`src/cdf_pkg.sv`:
```
// Package: op-codes, field layout, reset values and timing of the divider and flag block
package cdf_pkg;
  // Op-codes
  localparam logic [7:0] DIVIDER_WRITE_OPCODE = 8'h38;
  localparam logic [7:0] DIVIDER_READ_OPCODE = 8'hD4;
  localparam logic [7:0] ASSIGNMENT_WRITE_OPCODE = 8'h34;
  localparam logic [7:0] ASSIGNMENT_READ_OPCODE = 8'hD0;
  localparam logic [7:0] MASTER_RESET_OPCODE = 8'h04;
  // Field layout
  localparam logic [7:0] DIV_WRITE_MASK = 8'h1E;
  localparam int DIV_LSB = 1;
  localparam int RX2_EVT_LSB = 6;
  localparam int RX2_LVL_LSB = 4;
  localparam int RX1_EVT_LSB = 2;
  localparam int RX1_LVL_LSB = 0;
  // Reset values
  localparam logic [7:0] DIV_RESET = 8'h00;
  localparam logic [7:0] ASSIGN_RESET = 8'h00;
  // FIFO levels
  localparam logic [5:0] FIFO_FULL_LEVEL = 6'h20;
  localparam logic [5:0] FIFO_HALF_LEVEL = 6'h10;
  // Timing
  localparam int CLK_MHZ = 100;
  localparam int TICK_US = 1;
  localparam int TICK_CYCLES = CLK_MHZ * TICK_US;
  localparam int PULSE_NS = 500;
  localparam int PULSE_CYCLES = (PULSE_NS * CLK_MHZ) / 1000;
  localparam logic [7:0] PULSE_COUNT = 8'(PULSE_CYCLES);
  // Encodings
  typedef enum logic [1:0] {CDF_SRC_ANY, CDF_SRC_MB1, CDF_SRC_MB2, CDF_SRC_MB3} cdf_evt_sel_t;
endpackage : cdf_pkg

```
`src/cdf_rx_out.sv`:
```
// One receiver's event pulse and level pin generator
`timescale 1ns/1ns
module cdf_rx_out (
  // Clock and reset
  input wire logic clk,
  input wire logic nrst,
  input wire logic soft_clear,
  // Selection
  input wire logic [1:0] evt_sel,
  input wire logic [1:0] lvl_sel,
  // Receiver status
  input wire logic [5:0] fifo_level,
  input wire logic word_stored,
  input wire logic [2:0] mailbox_capture,
  // Pins
  output logic event_pin,
  output logic level_pin
);
  import cdf_pkg::*;

  logic [7:0] cnt_q, cnt_d;
  logic lvl_q, lvl_d;
  logic trig;

  always_comb begin
    case (cdf_evt_sel_t'(evt_sel))
      CDF_SRC_ANY: trig = word_stored | (|mailbox_capture);
      CDF_SRC_MB1: trig = mailbox_capture[0];
      CDF_SRC_MB2: trig = mailbox_capture[1];
      CDF_SRC_MB3: trig = mailbox_capture[2];
      default: trig = 1'b0;
    endcase
    // A new event restarts the full pulse width
    if (soft_clear) begin
      cnt_d = 8'h00;
    end else if (trig) begin
      cnt_d = PULSE_COUNT;
    end else if (cnt_q != 8'h00) begin
      cnt_d = cnt_q - 8'h01;
    end else begin
      cnt_d = cnt_q;
    end
    case (lvl_sel)
      2'b00: lvl_d = (fifo_level == 6'h00);
      2'b01: lvl_d = (fifo_level >= FIFO_FULL_LEVEL);
      2'b10: lvl_d = (fifo_level >= FIFO_HALF_LEVEL);
      2'b11: lvl_d = (fifo_level != 6'h00);
      default: lvl_d = 1'b0;
    endcase
  end

  always_ff @(posedge clk or negedge nrst) begin
    if (!nrst) begin
      cnt_q <= 8'h00;
      lvl_q <= 1'b0;
    end else begin
      cnt_q <= cnt_d;
      lvl_q <= lvl_d;
    end
  end

  assign event_pin = (cnt_q != 8'h00);
  assign level_pin = lvl_q;
endmodule : cdf_rx_out

```
`src/cdf_top.sv`:
```
// Clock divide setting, flag/interrupt assignment, timebase and receiver pins
// Behaviour
// - Divide setting bits 7,6,5,0 ignore writes and read zero.
// - Divide ratio field in bits 4:1, zero after reset.
// - Host writes input MHz; device divides input clock by that ratio.
// - Op-code 0x38 writes divide setting, 0xD4 reads it.
// - Op-code 0x34 writes assignment setting, 0xD0 reads it.
// - Bits 7:6 pick receiver-2 event pulse source: any word or mailbox, mailbox 1, 2, 3.
// - Bits 3:2 pick receiver-1 event pulse source, same encoding.
// - Bits 5:4 pick receiver-2 level: empty, full, half, not empty.
// - Bits 1:0 pick receiver-1 level, same encoding.
// - Divider derives a 1 MHz timebase using the programmed ratio.
// - Master reset pin or op-code 0x04 clears both settings; soft reset not.
`timescale 1ns/1ns
module cdf_top (
  // Clock and reset
  input wire logic clk,
  input wire logic nrst,
  input wire logic master_reset_pin,
  input wire logic soft_reset,
  // Decoded command port
  input wire logic cmd_valid,
  input wire logic [7:0] cmd_opcode,
  input wire logic [7:0] cmd_wdata,
  output logic [7:0] cmd_rdata,
  output logic cmd_rvalid,
  // Reference clock, sampled as a level
  input wire logic ref_clk_in,
  output logic timebase_tick,
  // Receiver status
  input wire logic [5:0] rx_one_fifo_level,
  input wire logic rx_one_word_stored,
  input wire logic [2:0] rx_one_mailbox,
  input wire logic [5:0] rx_two_fifo_level,
  input wire logic rx_two_word_stored,
  input wire logic [2:0] rx_two_mailbox,
  // Pins
  output logic rx_one_event_pin,
  output logic rx_two_event_pin,
  output logic rx_one_level_pin,
  output logic rx_two_level_pin,
  // Settings
  output logic [7:0] clock_divide_setting,
  output logic [7:0] flag_interrupt_assignment
);
  import cdf_pkg::*;

  logic [7:0] div_q, div_d;
  logic [7:0] asg_q, asg_d;
  logic [7:0] rdata_q, rdata_d;
  logic rvalid_q, rvalid_d;
  logic master_clr;
  logic ref_q, ref_d;
  logic [4:0] edge_cnt_q, edge_cnt_d;
  logic tick_q, tick_d;
  logic [4:0] ratio;
  logic ref_rise;

  // Master reset by pin or command; a soft reset leaves settings alone
  assign master_clr = master_reset_pin
    || (cmd_valid && cmd_opcode == MASTER_RESET_OPCODE);

  always_comb begin
    div_d = div_q;
    asg_d = asg_q;
    rdata_d = rdata_q;
    rvalid_d = 1'b0;
    if (master_clr) begin
      div_d = DIV_RESET;
      asg_d = ASSIGN_RESET;
    end else if (cmd_valid) begin
      case (cmd_opcode)
        DIVIDER_WRITE_OPCODE: div_d = cmd_wdata & DIV_WRITE_MASK;
        ASSIGNMENT_WRITE_OPCODE: asg_d = cmd_wdata;
        DIVIDER_READ_OPCODE: begin
          rdata_d = div_q;
          rvalid_d = 1'b1;
        end
        ASSIGNMENT_READ_OPCODE: begin
          rdata_d = asg_q;
          rvalid_d = 1'b1;
        end
        default: rvalid_d = 1'b0;
      endcase
    end
  end

  always_ff @(posedge clk or negedge nrst) begin
    if (!nrst) begin
      div_q <= DIV_RESET;
      asg_q <= ASSIGN_RESET;
      rdata_q <= 8'h00;
      rvalid_q <= 1'b0;
    end else begin
      div_q <= div_d;
      asg_q <= asg_d;
      rdata_q <= rdata_d;
      rvalid_q <= rvalid_d;
    end
  end

  assign cmd_rdata = rdata_q;
  assign cmd_rvalid = rvalid_q;
  assign clock_divide_setting = div_q;
  assign flag_interrupt_assignment = asg_q;

  // Ratio equals bits 4:0 of the byte; zero means the input already runs at 1 MHz
  assign ratio = (div_q[4:0] == 5'h00) ? 5'h01 : div_q[4:0];
  assign ref_rise = ref_clk_in && !ref_q;

  // Count rising edges of the reference input; one tick per ratio edges
  always_comb begin
    ref_d = ref_clk_in;
    edge_cnt_d = edge_cnt_q;
    tick_d = 1'b0;
    if (master_clr) begin
      edge_cnt_d = 5'h00;
    end else if (ref_rise) begin
      if (edge_cnt_q + 5'h01 >= ratio) begin
        edge_cnt_d = 5'h00;
        tick_d = 1'b1;
      end else begin
        edge_cnt_d = edge_cnt_q + 5'h01;
      end
    end
  end

  always_ff @(posedge clk or negedge nrst) begin
    if (!nrst) begin
      ref_q <= 1'b0;
      edge_cnt_q <= 5'h00;
      tick_q <= 1'b0;
    end else begin
      ref_q <= ref_d;
      edge_cnt_q <= edge_cnt_d;
      tick_q <= tick_d;
    end
  end

  assign timebase_tick = tick_q;

  cdf_rx_out u_rx_one (
    .clk(clk),
    .nrst(nrst),
    .soft_clear(master_clr),
    .evt_sel(asg_q[RX1_EVT_LSB +: 2]),
    .lvl_sel(asg_q[RX1_LVL_LSB +: 2]),
    .fifo_level(rx_one_fifo_level),
    .word_stored(rx_one_word_stored),
    .mailbox_capture(rx_one_mailbox),
    .event_pin(rx_one_event_pin),
    .level_pin(rx_one_level_pin)
  );

  cdf_rx_out u_rx_two (
    .clk(clk),
    .nrst(nrst),
    .soft_clear(master_clr),
    .evt_sel(asg_q[RX2_EVT_LSB +: 2]),
    .lvl_sel(asg_q[RX2_LVL_LSB +: 2]),
    .fifo_level(rx_two_fifo_level),
    .word_stored(rx_two_word_stored),
    .mailbox_capture(rx_two_mailbox),
    .event_pin(rx_two_event_pin),
    .level_pin(rx_two_level_pin)
  );
endmodule : cdf_top

```
`config.mk`:
```
export PLATFORM = sky130hd
export DESIGN_NAME = cdf_top
export DESIGN_NICKNAME = d
export VERILOG_FILES = /design/src/cdf_pkg.sv /design/src/cdf_rx_out.sv /design/src/cdf_top.sv
export SDC_FILE = /design/constraint.sdc
export NUM_CORES = 1
export LEC_CHECK = 0
export ABC_CLOCK_PERIOD_IN_PS = 3300
export BUFFER_PORTS_ARGS = -buffer_cell sky130_fd_sc_hd__buf_2
export CORE_MARGIN = 1.5
export CORE_UTILIZATION = 46
export CTS_CLUSTER_SIZE = 40
export DETAILED_ROUTE_END_ITERATION = 10
export HOLD_SLACK_MARGIN = 0.06
export PLACE_DENSITY = 0.78
export SYNTH_ARGS = -nofsm -noshare
export SYNTH_HDL_FRONTEND = slang
export SYNTH_SLANG_ARGS = --single-unit
```
`constraint.sdc`:
```
create_clock -name clk -period 3.3 [get_ports clk]
set_input_delay 0.66 -clock clk [delete_from_list [all_inputs] [get_ports clk]]
set_output_delay 0.66 -clock clk [all_outputs]
set_load 0.02 [all_outputs]
```
==> impl_results.md, run 1 <==
* Post-DR wirelength/cell at 13.9 µm
* Std-Cell Rows at 26
* Vias at 2029
* Vias in the first global route at 2016
* Synth Area in Adders at 0.0412
* Crit start category: flop
* DR iter-0 viols at 100
* Final-layout fill cell count at 465
* Simple-gate share of the synthesized area at 0.213
* Post-synthesis average cell area at 10.4 µm²
* Slowest-stage cell, CP: or4b_4
* CP top delay family: simple AND/OR/NAND/NOR gates
* Routed vias/inst at 5.44
* Total track usage at 0.203
* Die footprint at 0.00573 mm²
* Final TNS setup at 0 ns
* Max-slew violations at 0
* Leakage power at 0.00140 µW
* Yosys cell types at 50
* Top cells by area, synth: dfrtp_1 47%, a22o_1 4.7%, ha_1 4.1%
* Compound-Gate Fraction of Synth Area at 0.146
* Slew margin rel. at 0.343
* First-pass GRT wire length at 8730 µm
* Max cap viols at 0
* DRC Markers at 0
* Xor/xnor share of the synthesized area at 0.0433
* Status: completed
* Largest family of logic cells by synthesized area: simple AND/OR/NAND/NOR gates
* Num CTS Buffers at 5
* Fin crit period at 2.75 ns
* Clk_skew at 0.00329 ns
* Initial antenna violation count at 0
* RSZ-0062 raised after global routing: false
* Yosys warns at 0
* Overall power at 1050 µW
* Register area at 0.00115 mm²
* Post-Syn Instances at 234
* Count leader, synth: dfrtp_1
* Share of layout cells above drive strength 1 at 0.267
* Clk Latency, worst-skew pair at 0.29 ns
* Gpl congestion at 0.801
* Die width at 75.7 µm
* Worst-Margin Slew at 0.986 ns
* Clock Tree Buf Depth at 2
* Top post-synthesis cells by count: 46 x dfrtp_1, 19 x nand2_1, 13 x a22o_1
* I/O Pins at 72
* Routed Antenna Nets at 0
* Core Util, Final at 0.567
* Antenna Diode Count at 0
* WS Path Type: flop to output port
* Period utilization at 0.833
* Core area at 0.00511 mm²
* CP bufs+invs at 3
* Die H at 75.7 µm
* Clock-pin slew on the worst setup and hold paths at 0.08 ns
* Grt ovf at 0
* Worst IR drop on VDD at 0.000175 V
* Critical Path, Cell by Cell: inv_1 -> ha_1 -> or4b_4 -> nor4_4 -> inv_1 -> buf_2
* Largest net degree at the start of global routing at 47
* Mux share of post-synthesis cell area at 0.0417
* Worst EP arrival at 2.09 ns
* Setup crit end kind: output port
* # hold bufs at CTS at 0
* Slowest stage delay, CP at 0.51 ns
* Clk sinks at 46
* Post-synth ARST share at 1.00
* CTS resizes at 0
* H-tree levels at 2
* Pwr/cell area at 362 mW/mm²
* Mapped Area at 0.00243 mm²
* Sequential element share of the synthesized area at 0.474
* Multi-input logic area at 0.00119 mm²
* TritonCTS clock tree: done
* EDFF count, synth at 0
* TritonRoute pass-1 iters at 4
* FF+latch count, synth at 46
* Final setup violation count at 0
* Initial Utilization at 0.476
* Layout area overhead at 19.3%
* Fmax at 0.364 GHz
* Worst Path Max Fanout at 8
* Layout Nets at 352
* Worst hold path type: input pin to flop
* CP Data Required Time at 2.64 ns
* Yosys top cell area share at 0.474
* Root Driver: clkbuf_8
* Dpl hpwl at 3920 µm
* PortBufs at 66
* Final Hold Viols at 0
* Reg2Reg Setup Slack at 1.26 ns
* Post-CTS Repair Setup Buffers at 0
* Routed wire length at 5190 µm
* Most used cell, CP: inv_1
* Area leader, netlist: dfrtp_1
* Synth Flop Type: dfrtp_1
-- final cells by class --
class | count | share of cell area
multi-input cells | 171 | 0.411
well taps | 70 | 0.0302
clock buffers | 7 | 0.0298
inverters | 12 | 0.0155
repair buffers | 66 | 0.114
clock inverters | 1 | 0.00173
flip-flops and latches | 46 | 0.397
-- report_power, final --
group,switching [µW],internal (µW)
Clock,180,169
Combinational,66.7,51.7
Sequential,9.77,572
-- flip-flops by register name, indices dropped and copies added, names as in the netlist, 4 cells and up --
register / cells
u_rx_one.cnt_q: 8
clock_divide_setting: 4
flag_interrupt_assignment: 8
u_rx_two.cnt_q: 8
edge_cnt_q: 5
cmd_rdata: 8
-- stage by stage --
step,hold WS (ns),cell area (µm²),cells,setup slack [ns]
6_report,0.481,2900,373,0.551
3_5_place_dp,0.477,2810,365,0.863
2_1_floorplan,0.364,2440,237,1.04
4_1_cts,0.472,2900,373,0.530
5_1_grt,0.460,2900,373,0.366
3_3_place_gp,0.462,2810,365,0.871
-- cell families (layout without fill, tap and decap cells) --
logic type	count (synthesis)	count (layout)
and+or+nand+nor	85	85
other	1	4
DFF	46	46
buffers and inverters	20	86
xor gates and xnor gates	12	12
AOI/OAI and AO/OA	52	52
muxes	10	10
adders and majority gates	8	8
-- cells in the final DEF, fill, tap and decap left out, drive strengths merged, types with 5 or more instances in the layout --
master,synthesis,layout
buf,5,66
dfrtp,46,46
nand2,19,19
a22o,13,13
inv,12,12
o21ai,12,12
a21oi,11,11
nor3,9,9
nor2,9,9
mux2i,9,9
ha,8,8
xnor2,7,7
clkbuf,3,7
nand2b,6,6
or4,6,6
nor4,6,6
nand3,5,5
xor2,5,5
a31oi,5,5
-- metal layers --
layer | track usage | up-vias | share of wire
met2 | 0.320 | 64 | 0.47
met4 | 0.0833 | 0 | 0.018
met3 | 0.0542 | 10 | 0.052
met1 | 0.268 | 964 | 0.46
li1 | - | 991 | -
met5 | 0 | - | 0
-- path summary, 6_finish.rpt --
| kind | startpoint | end | cells past startpoint |
|---|---|---|---|
| setup / recovery | u_rx_two.cnt_q[0] | rx_two_event_pin | 6 |
| hold / removal | ref_clk_in | ref_q | 1 |
| setup reg to reg | edge_cnt_q[0] | edge_cnt_q[2] | 8 |
| hold reg to reg | cmd_rdata[7] | cmd_rdata[7] | 2 |
| max in group asynchronous | nrst | u_rx_one.cnt_q[3] | 1 |
| min in group asynchronous | nrst | u_rx_two.cnt_q[3] | 1 |
Note: power is estimated with default switching activity, not from simulation.
==> inputs of run 2 (changes only) <==
Settings changed: ABC_AREA from default to 1, ABC_CLOCK_PERIOD_IN_PS 3300 to 2700, PLACE_DENSITY 0.78 to 0.77.
Clock period 3.3 ns to 2.7 ns, I/O delays scaled along.
==> impl_results.md, run 2 <==
* EDFF count, synth at 0
* Worst IR drop on VDD at 0.000240 V
* DP Cell Count at 503
* Final TNS setup at 0 ns
* Die H at 80.0 µm
* Crit start category: flop
* Routed vias/inst at 4.94
* Reg2Reg Setup Slack at 0.69 ns
* WS Path Type: flop to output port
* Commonest non-fill, non-tap cell in the layout: nand2_1
* Post-synth ARST share at 1.00
* Worst-Margin Slew at 0.511 ns
* Gpl congestion at 0.920
* CP Data Required Time at 2.16 ns
* Vias at 2522
* Max-slew violations at 0
* Pwr/cell area at 441 mW/mm²
* Mapped Area at 0.00273 mm²
* Routed wire length at 5970 µm
* CP bufs+invs at 3
* Most used cell, CP: inv_1
* CP top delay family: buffers and inverters
* Routed Antenna Nets at 0
* # hold bufs at CTS at 0
* PortBufs at 66
* Yosys cell types at 30
* Leakage power at 0.00179 µW
* Critical Path, Cell by Cell: inv_1 -> ha_1 -> nand2_1 -> nor2_1 -> inv_1 -> buf_2
* Vias in the first global route at 2363
* Post-Syn Instances at 369
* Final Hold Viols at 0
* Setup crit end kind: output port
* Dpl hpwl at 4680 µm
* Die width at 80.0 µm
* Std-Cell Rows at 27
* Slowest stage delay, CP at 0.39 ns
* Fmax at 0.455 GHz
* Min Hold Slack at 0.203 ns
* Clock Tree Buf Depth at 2
* CTS resizes at 0
* I/O Pins at 72
* RSZ-0062 raised after global routing: false
* Top post-synthesis cells by count: 115 x nand2_1, 47 x nor2_1, 46 x dfrtp_1
* DRC Markers at 0
* DR iter-0 viols at 116
* Fin crit period at 2.20 ns
* Period utilization at 0.814
* Area leader, netlist: dfrtp_1
* Clk_skew at 0.00608 ns
* First-pass GRT wire length at 10400 µm
* Die footprint at 0.00640 mm²
* Final-layout fill cell count at 553
* Initial antenna violation count at 0
* FF+latch count, synth at 46
* Final setup violation count at 0
* Num CTS Buffers at 5
* TritonCTS clock tree: done
* Root Driver: clkbuf_8
* Post-DR wirelength/cell at 11.7 µm
* Share of layout cells above drive strength 1 at 0.205
* TritonRoute pass-1 iters at 4
* Post-CTS Repair Setup Buffers at 0
* Clk sinks at 46
* Core Util, Final at 0.573
* Clock-pin slew on the worst setup and hold paths at 0.09 ns
* Most frequent cells in the layout: 115 x nand2_1, 66 x buf_2, 47 x nor2_1
* Largest net degree at the start of global routing at 28
* Max cap viols at 0
* Synth Flop Type: dfrtp_1
* Worst EP arrival at 1.66 ns
* Clk Latency, worst-skew pair at 0.30 ns
* Multi-input logic area at 0.00135 mm²
* Antenna Diode Count at 0
* Yosys warns at 0
* H-tree levels at 2
* Count leader, synth: nand2_1
* Total track usage at 0.207
* Initial Utilization at 0.486
* Register area at 0.00115 mm²
* Post-synthesis average cell area at 7.39 µm²
* Worst hold path type: input pin to async pin
* Grt ovf at 0
* Slowest-stage cell, CP: dfrtp_1
* Layout area overhead at 17.9%
* Slew margin rel. at 0.659
* Core area at 0.00561 mm²
* Status: completed
* Overall power at 1420 µW
* Worst r2r path cells at 10
* Critical path depth in cells at 6
* Top cells by area, synth: dfrtp_1 42%, nand2_1 16%, nor2_1 6.5%
* Yosys top cell area share at 0.422
* Layout Nets at 488
* Sequential element share of the synthesized area at 0.422
* Post-Layout Cell Count at 511
* Worst Path Max Fanout at 6
-- run 2: metrics by stage --
stage	worst slack, ns	cell area, µm²
finish	0.501	3210
global route	0.338	3210
CTS	0.505	3210
detailed placement	0.719	3100
global placement	0.826	3100
floorplan	0.976	2740
-- run 2: cell families after synthesis --
group	count (synthesis)	synth area share
adders and majority gates	8	0.0367
and+or+nand+nor	228	0.378
DFF	46	0.422
AOI/OAI and AO/OA	21	0.0399
buffers and inverters	54	0.0863
xor gates and xnor gates	11	0.0354
other	1	0.00138
-- run 2: final cells by class --
class,instances,area share
Clock buffer,6,0.0226
Clock inverter,2,0.0117
Inverter,46,0.0538
Multi-Input combinational cell,272,0.420
Sequential cell,46,0.358
Tap cell,72,0.0280
Timing Repair Buffer,67,0.105
-- run 2: worst paths after layout --
kind | from | end
max | u_rx_two.cnt_q[0] | rx_two_event_pin
max reg2reg | edge_cnt_q[0] | edge_cnt_q[3]
min in group clk | ref_clk_in | ref_q
min | nrst | u_rx_two.cnt_q[6]
max in group asynchronous | nrst | flag_interrupt_assignment[0]
min reg2reg | cmd_rdata[5] | cmd_rdata[5]
-- run 2: layer usage --
layer / wire length [µm] / part of all wire / global-route usage / vias to the layer above
met5: 0 / 0 / 0 / -
li1: - / - / - / 1295
met4: 108 / 0.018 / 0.0776 / 0
met3: 339 / 0.057 / 0.0343 / 10
met2: 2820 / 0.47 / 0.339 / 74
met1: 2690 / 0.45 / 0.272 / 1143
-- run 2: where the power goes --
group	internal (µW)	switching, µW	total [µW]
clock network	276	232	509
logic	71.5	125	196
registers	702	10.3	712
total	1050	368	1420
-- run 2: worst reg2reg max path, cell delays in order (launching register included) --
cell	delay, ns
dfrtp_1	0.44
ha_1	0.24
nand3_1	0.10
xor2_1	0.22
ha_1	0.28
and3_1	0.18
nand2_1	0.07
nand2_1	0.05
nand2_1	0.09
nand2_1	0.12
nor2_1	0.15
==> inputs of run 3 (changes only) <==
Settings changed: ABC_CLOCK_PERIOD_IN_PS 2700 to 2200.
Clock period 2.7 ns to 2.2 ns, I/O delays scaled along.
==> impl_results.md, run 3 (synthesis gave the netlist of run 2 again) <==
* Clock-pin slew on the worst setup and hold paths at 0.08 ns
* Layout Nets at 489
* Slew margin rel. at 0.621
* Grt ovf at 0
* CP Data Required Time at 1.76 ns
* Die H at 80.0 µm
* Worst hold path type: input pin to async pin
* Initial Utilization at 0.486
* Slowest stage delay, CP at 0.38 ns
* Pwr/cell area at 503 mW/mm²
* Worst Path Max Fanout at 6
* Placed Area at 0.00311 mm²
* Max-slew violations at 0
* DRC Markers at 0
* Die width at 80.0 µm
* Layout area overhead at 17.2%
* Die footprint at 0.00640 mm²
* Clock Tree Buf Depth at 2
* TritonRoute pass-1 iters at 4
* Setup crit end kind: output port
* Share of layout cells above drive strength 1 at 0.205
* Max cap viols at 0
* Status: completed
* Final setup violation count at 0
* Worst IR drop on VDD at 0.000228 V
* Critical Path, Cell by Cell: inv_1 -> ha_2 -> nand2_1 -> nor2_1 -> inv_1 -> buf_2
* Std-Cell Rows at 27
* PortBufs at 66
* Final Hold Viols at 0
* Routed Antenna Nets at 0
* Slowest-stage cell, CP: dfrtp_1
* Post-DR wirelength/cell at 11.7 µm
* TritonCTS clock tree: done
* Gpl congestion at 0.896
* Most frequent cells in the layout: 115 x nand2_1, 66 x buf_2, 47 x nor2_1
* WS Path Type: flop to output port
* Crit start category: flop
* Worst EP arrival at 1.63 ns
* Core area at 0.00561 mm²
* RSZ-0062 raised after global routing: false
* Design area at 0.00319 mm²
* Period utilization at 0.940
* Fin crit period at 2.07 ns
* Clk_skew at 0.00739 ns
* Worst-Margin Slew at 0.568 ns
* Vias in the first global route at 2436
* Vias at 2504
* Final TNS setup at 0 ns
* Largest net degree at the start of global routing at 28
* Root Driver: clkbuf_8
* Worst r2r path cells at 10
* Clk sinks at 46
* Total track usage at 0.206
* H-tree levels at 2
* Dpl hpwl at 4670 µm
* Routed wire length at 5960 µm
* Post-CTS Repair Setup Buffers at 0
* DR iter-0 viols at 134
* Initial antenna violation count at 0
* Clk Latency, worst-skew pair at 0.30 ns
* Leakage power at 0.00178 µW
* I/O Pins at 72
* Commonest non-fill, non-tap cell in the layout: nand2_1
* Antenna Diode Count at 0
* Fmax at 0.484 GHz
* Routed vias/inst at 4.90
* First-pass GRT wire length at 10300 µm
* Most used cell, CP: inv_1
* Num CTS Buffers at 5
==> run 3: cell types whose count changed in the layout (fill, tap and decap cells not counted), sizes merged <==
cell / previous run / this run
clkinvlp: 1 / 0
bufinv: 1 / 0
clkbuf: 6 / 7
buf: 67 / 68
==> run 3: per-layer routing <==
layer  share of wire  track usage  vias to the layer above  wire length [µm]
li1                -            -                     1296                 -
met1            0.47        0.265                     1128              2770
met2            0.47        0.341                       69              2800
met3           0.045       0.0309                       11               266
met4           0.020       0.0914                        0               119
met5               0            0                        -                 0
==> run 3: worst max-delay path: cells and delay by family, from the launching register on <==
family / cells / cell delay (ns)
adder cells (fa/ha/maj): 1 / 0.23
buffers and inverters: 3 / 0.45
flip-flops: 1 / 0.38
AND/OR/NAND/NOR: 2 / 0.27
==> run 3: where the power goes <==
group / total, µW / internal [µW] / switching, µW
logic: 244 / 89.8 / 155
registers: 874 / 861 / 12.6
clock network: 490 / 219 / 270
total: 1610 / 1170 / 438
==> run 3: area by class of cell <==
cell class,count,area (µm²)
Sequential cell,46,1150
Inverter,46,173
Timing Repair Buffer,68,345
Clock buffer,7,76.3
Tap cell,72,90.1
Multi-Input combinational cell,272,1360
Fill cell,549,2410
==> run 3: worst paths after layout <==
kind | slack (ns) | startpoint | end
worst max-delay path | 0.13 | u_rx_two.cnt_q[0] | rx_two_event_pin
worst min-delay path | 0.13 | nrst | u_rx_two.cnt_q[6]
worst max register to register | 0.26 | edge_cnt_q[0] | edge_cnt_q[3]
worst min register to register | 0.48 | cmd_rdata[6] | cmd_rdata[6]
max in group asynchronous | 1.49 | nrst | flag_interrupt_assignment[1]
min in group clk | 0.26 | ref_clk_in | ref_q
==> run 3: what timing repair did <==
item	4_1_cts	5_1_grt
hold buffers	0	0
resized for setup	0	2
hold endpoints to repair	0	0
setup endpoints to repair	0	2
==> run 3: per-stage QoR <==
step	std cells	hold WS, ns	utilization	worst slack, ns	total power (µW)
global placement	504	0.456	0.554	0.338	1130
floorplan	372	0.144	-	0.476	1050
detailed placement	504	0.463	0.554	0.278	1130
finish	511	0.127	0.569	0.132	1610
global route	511	0.176	0.569	0.00418	1690
CTS	511	0.161	0.568	0.0966	1620
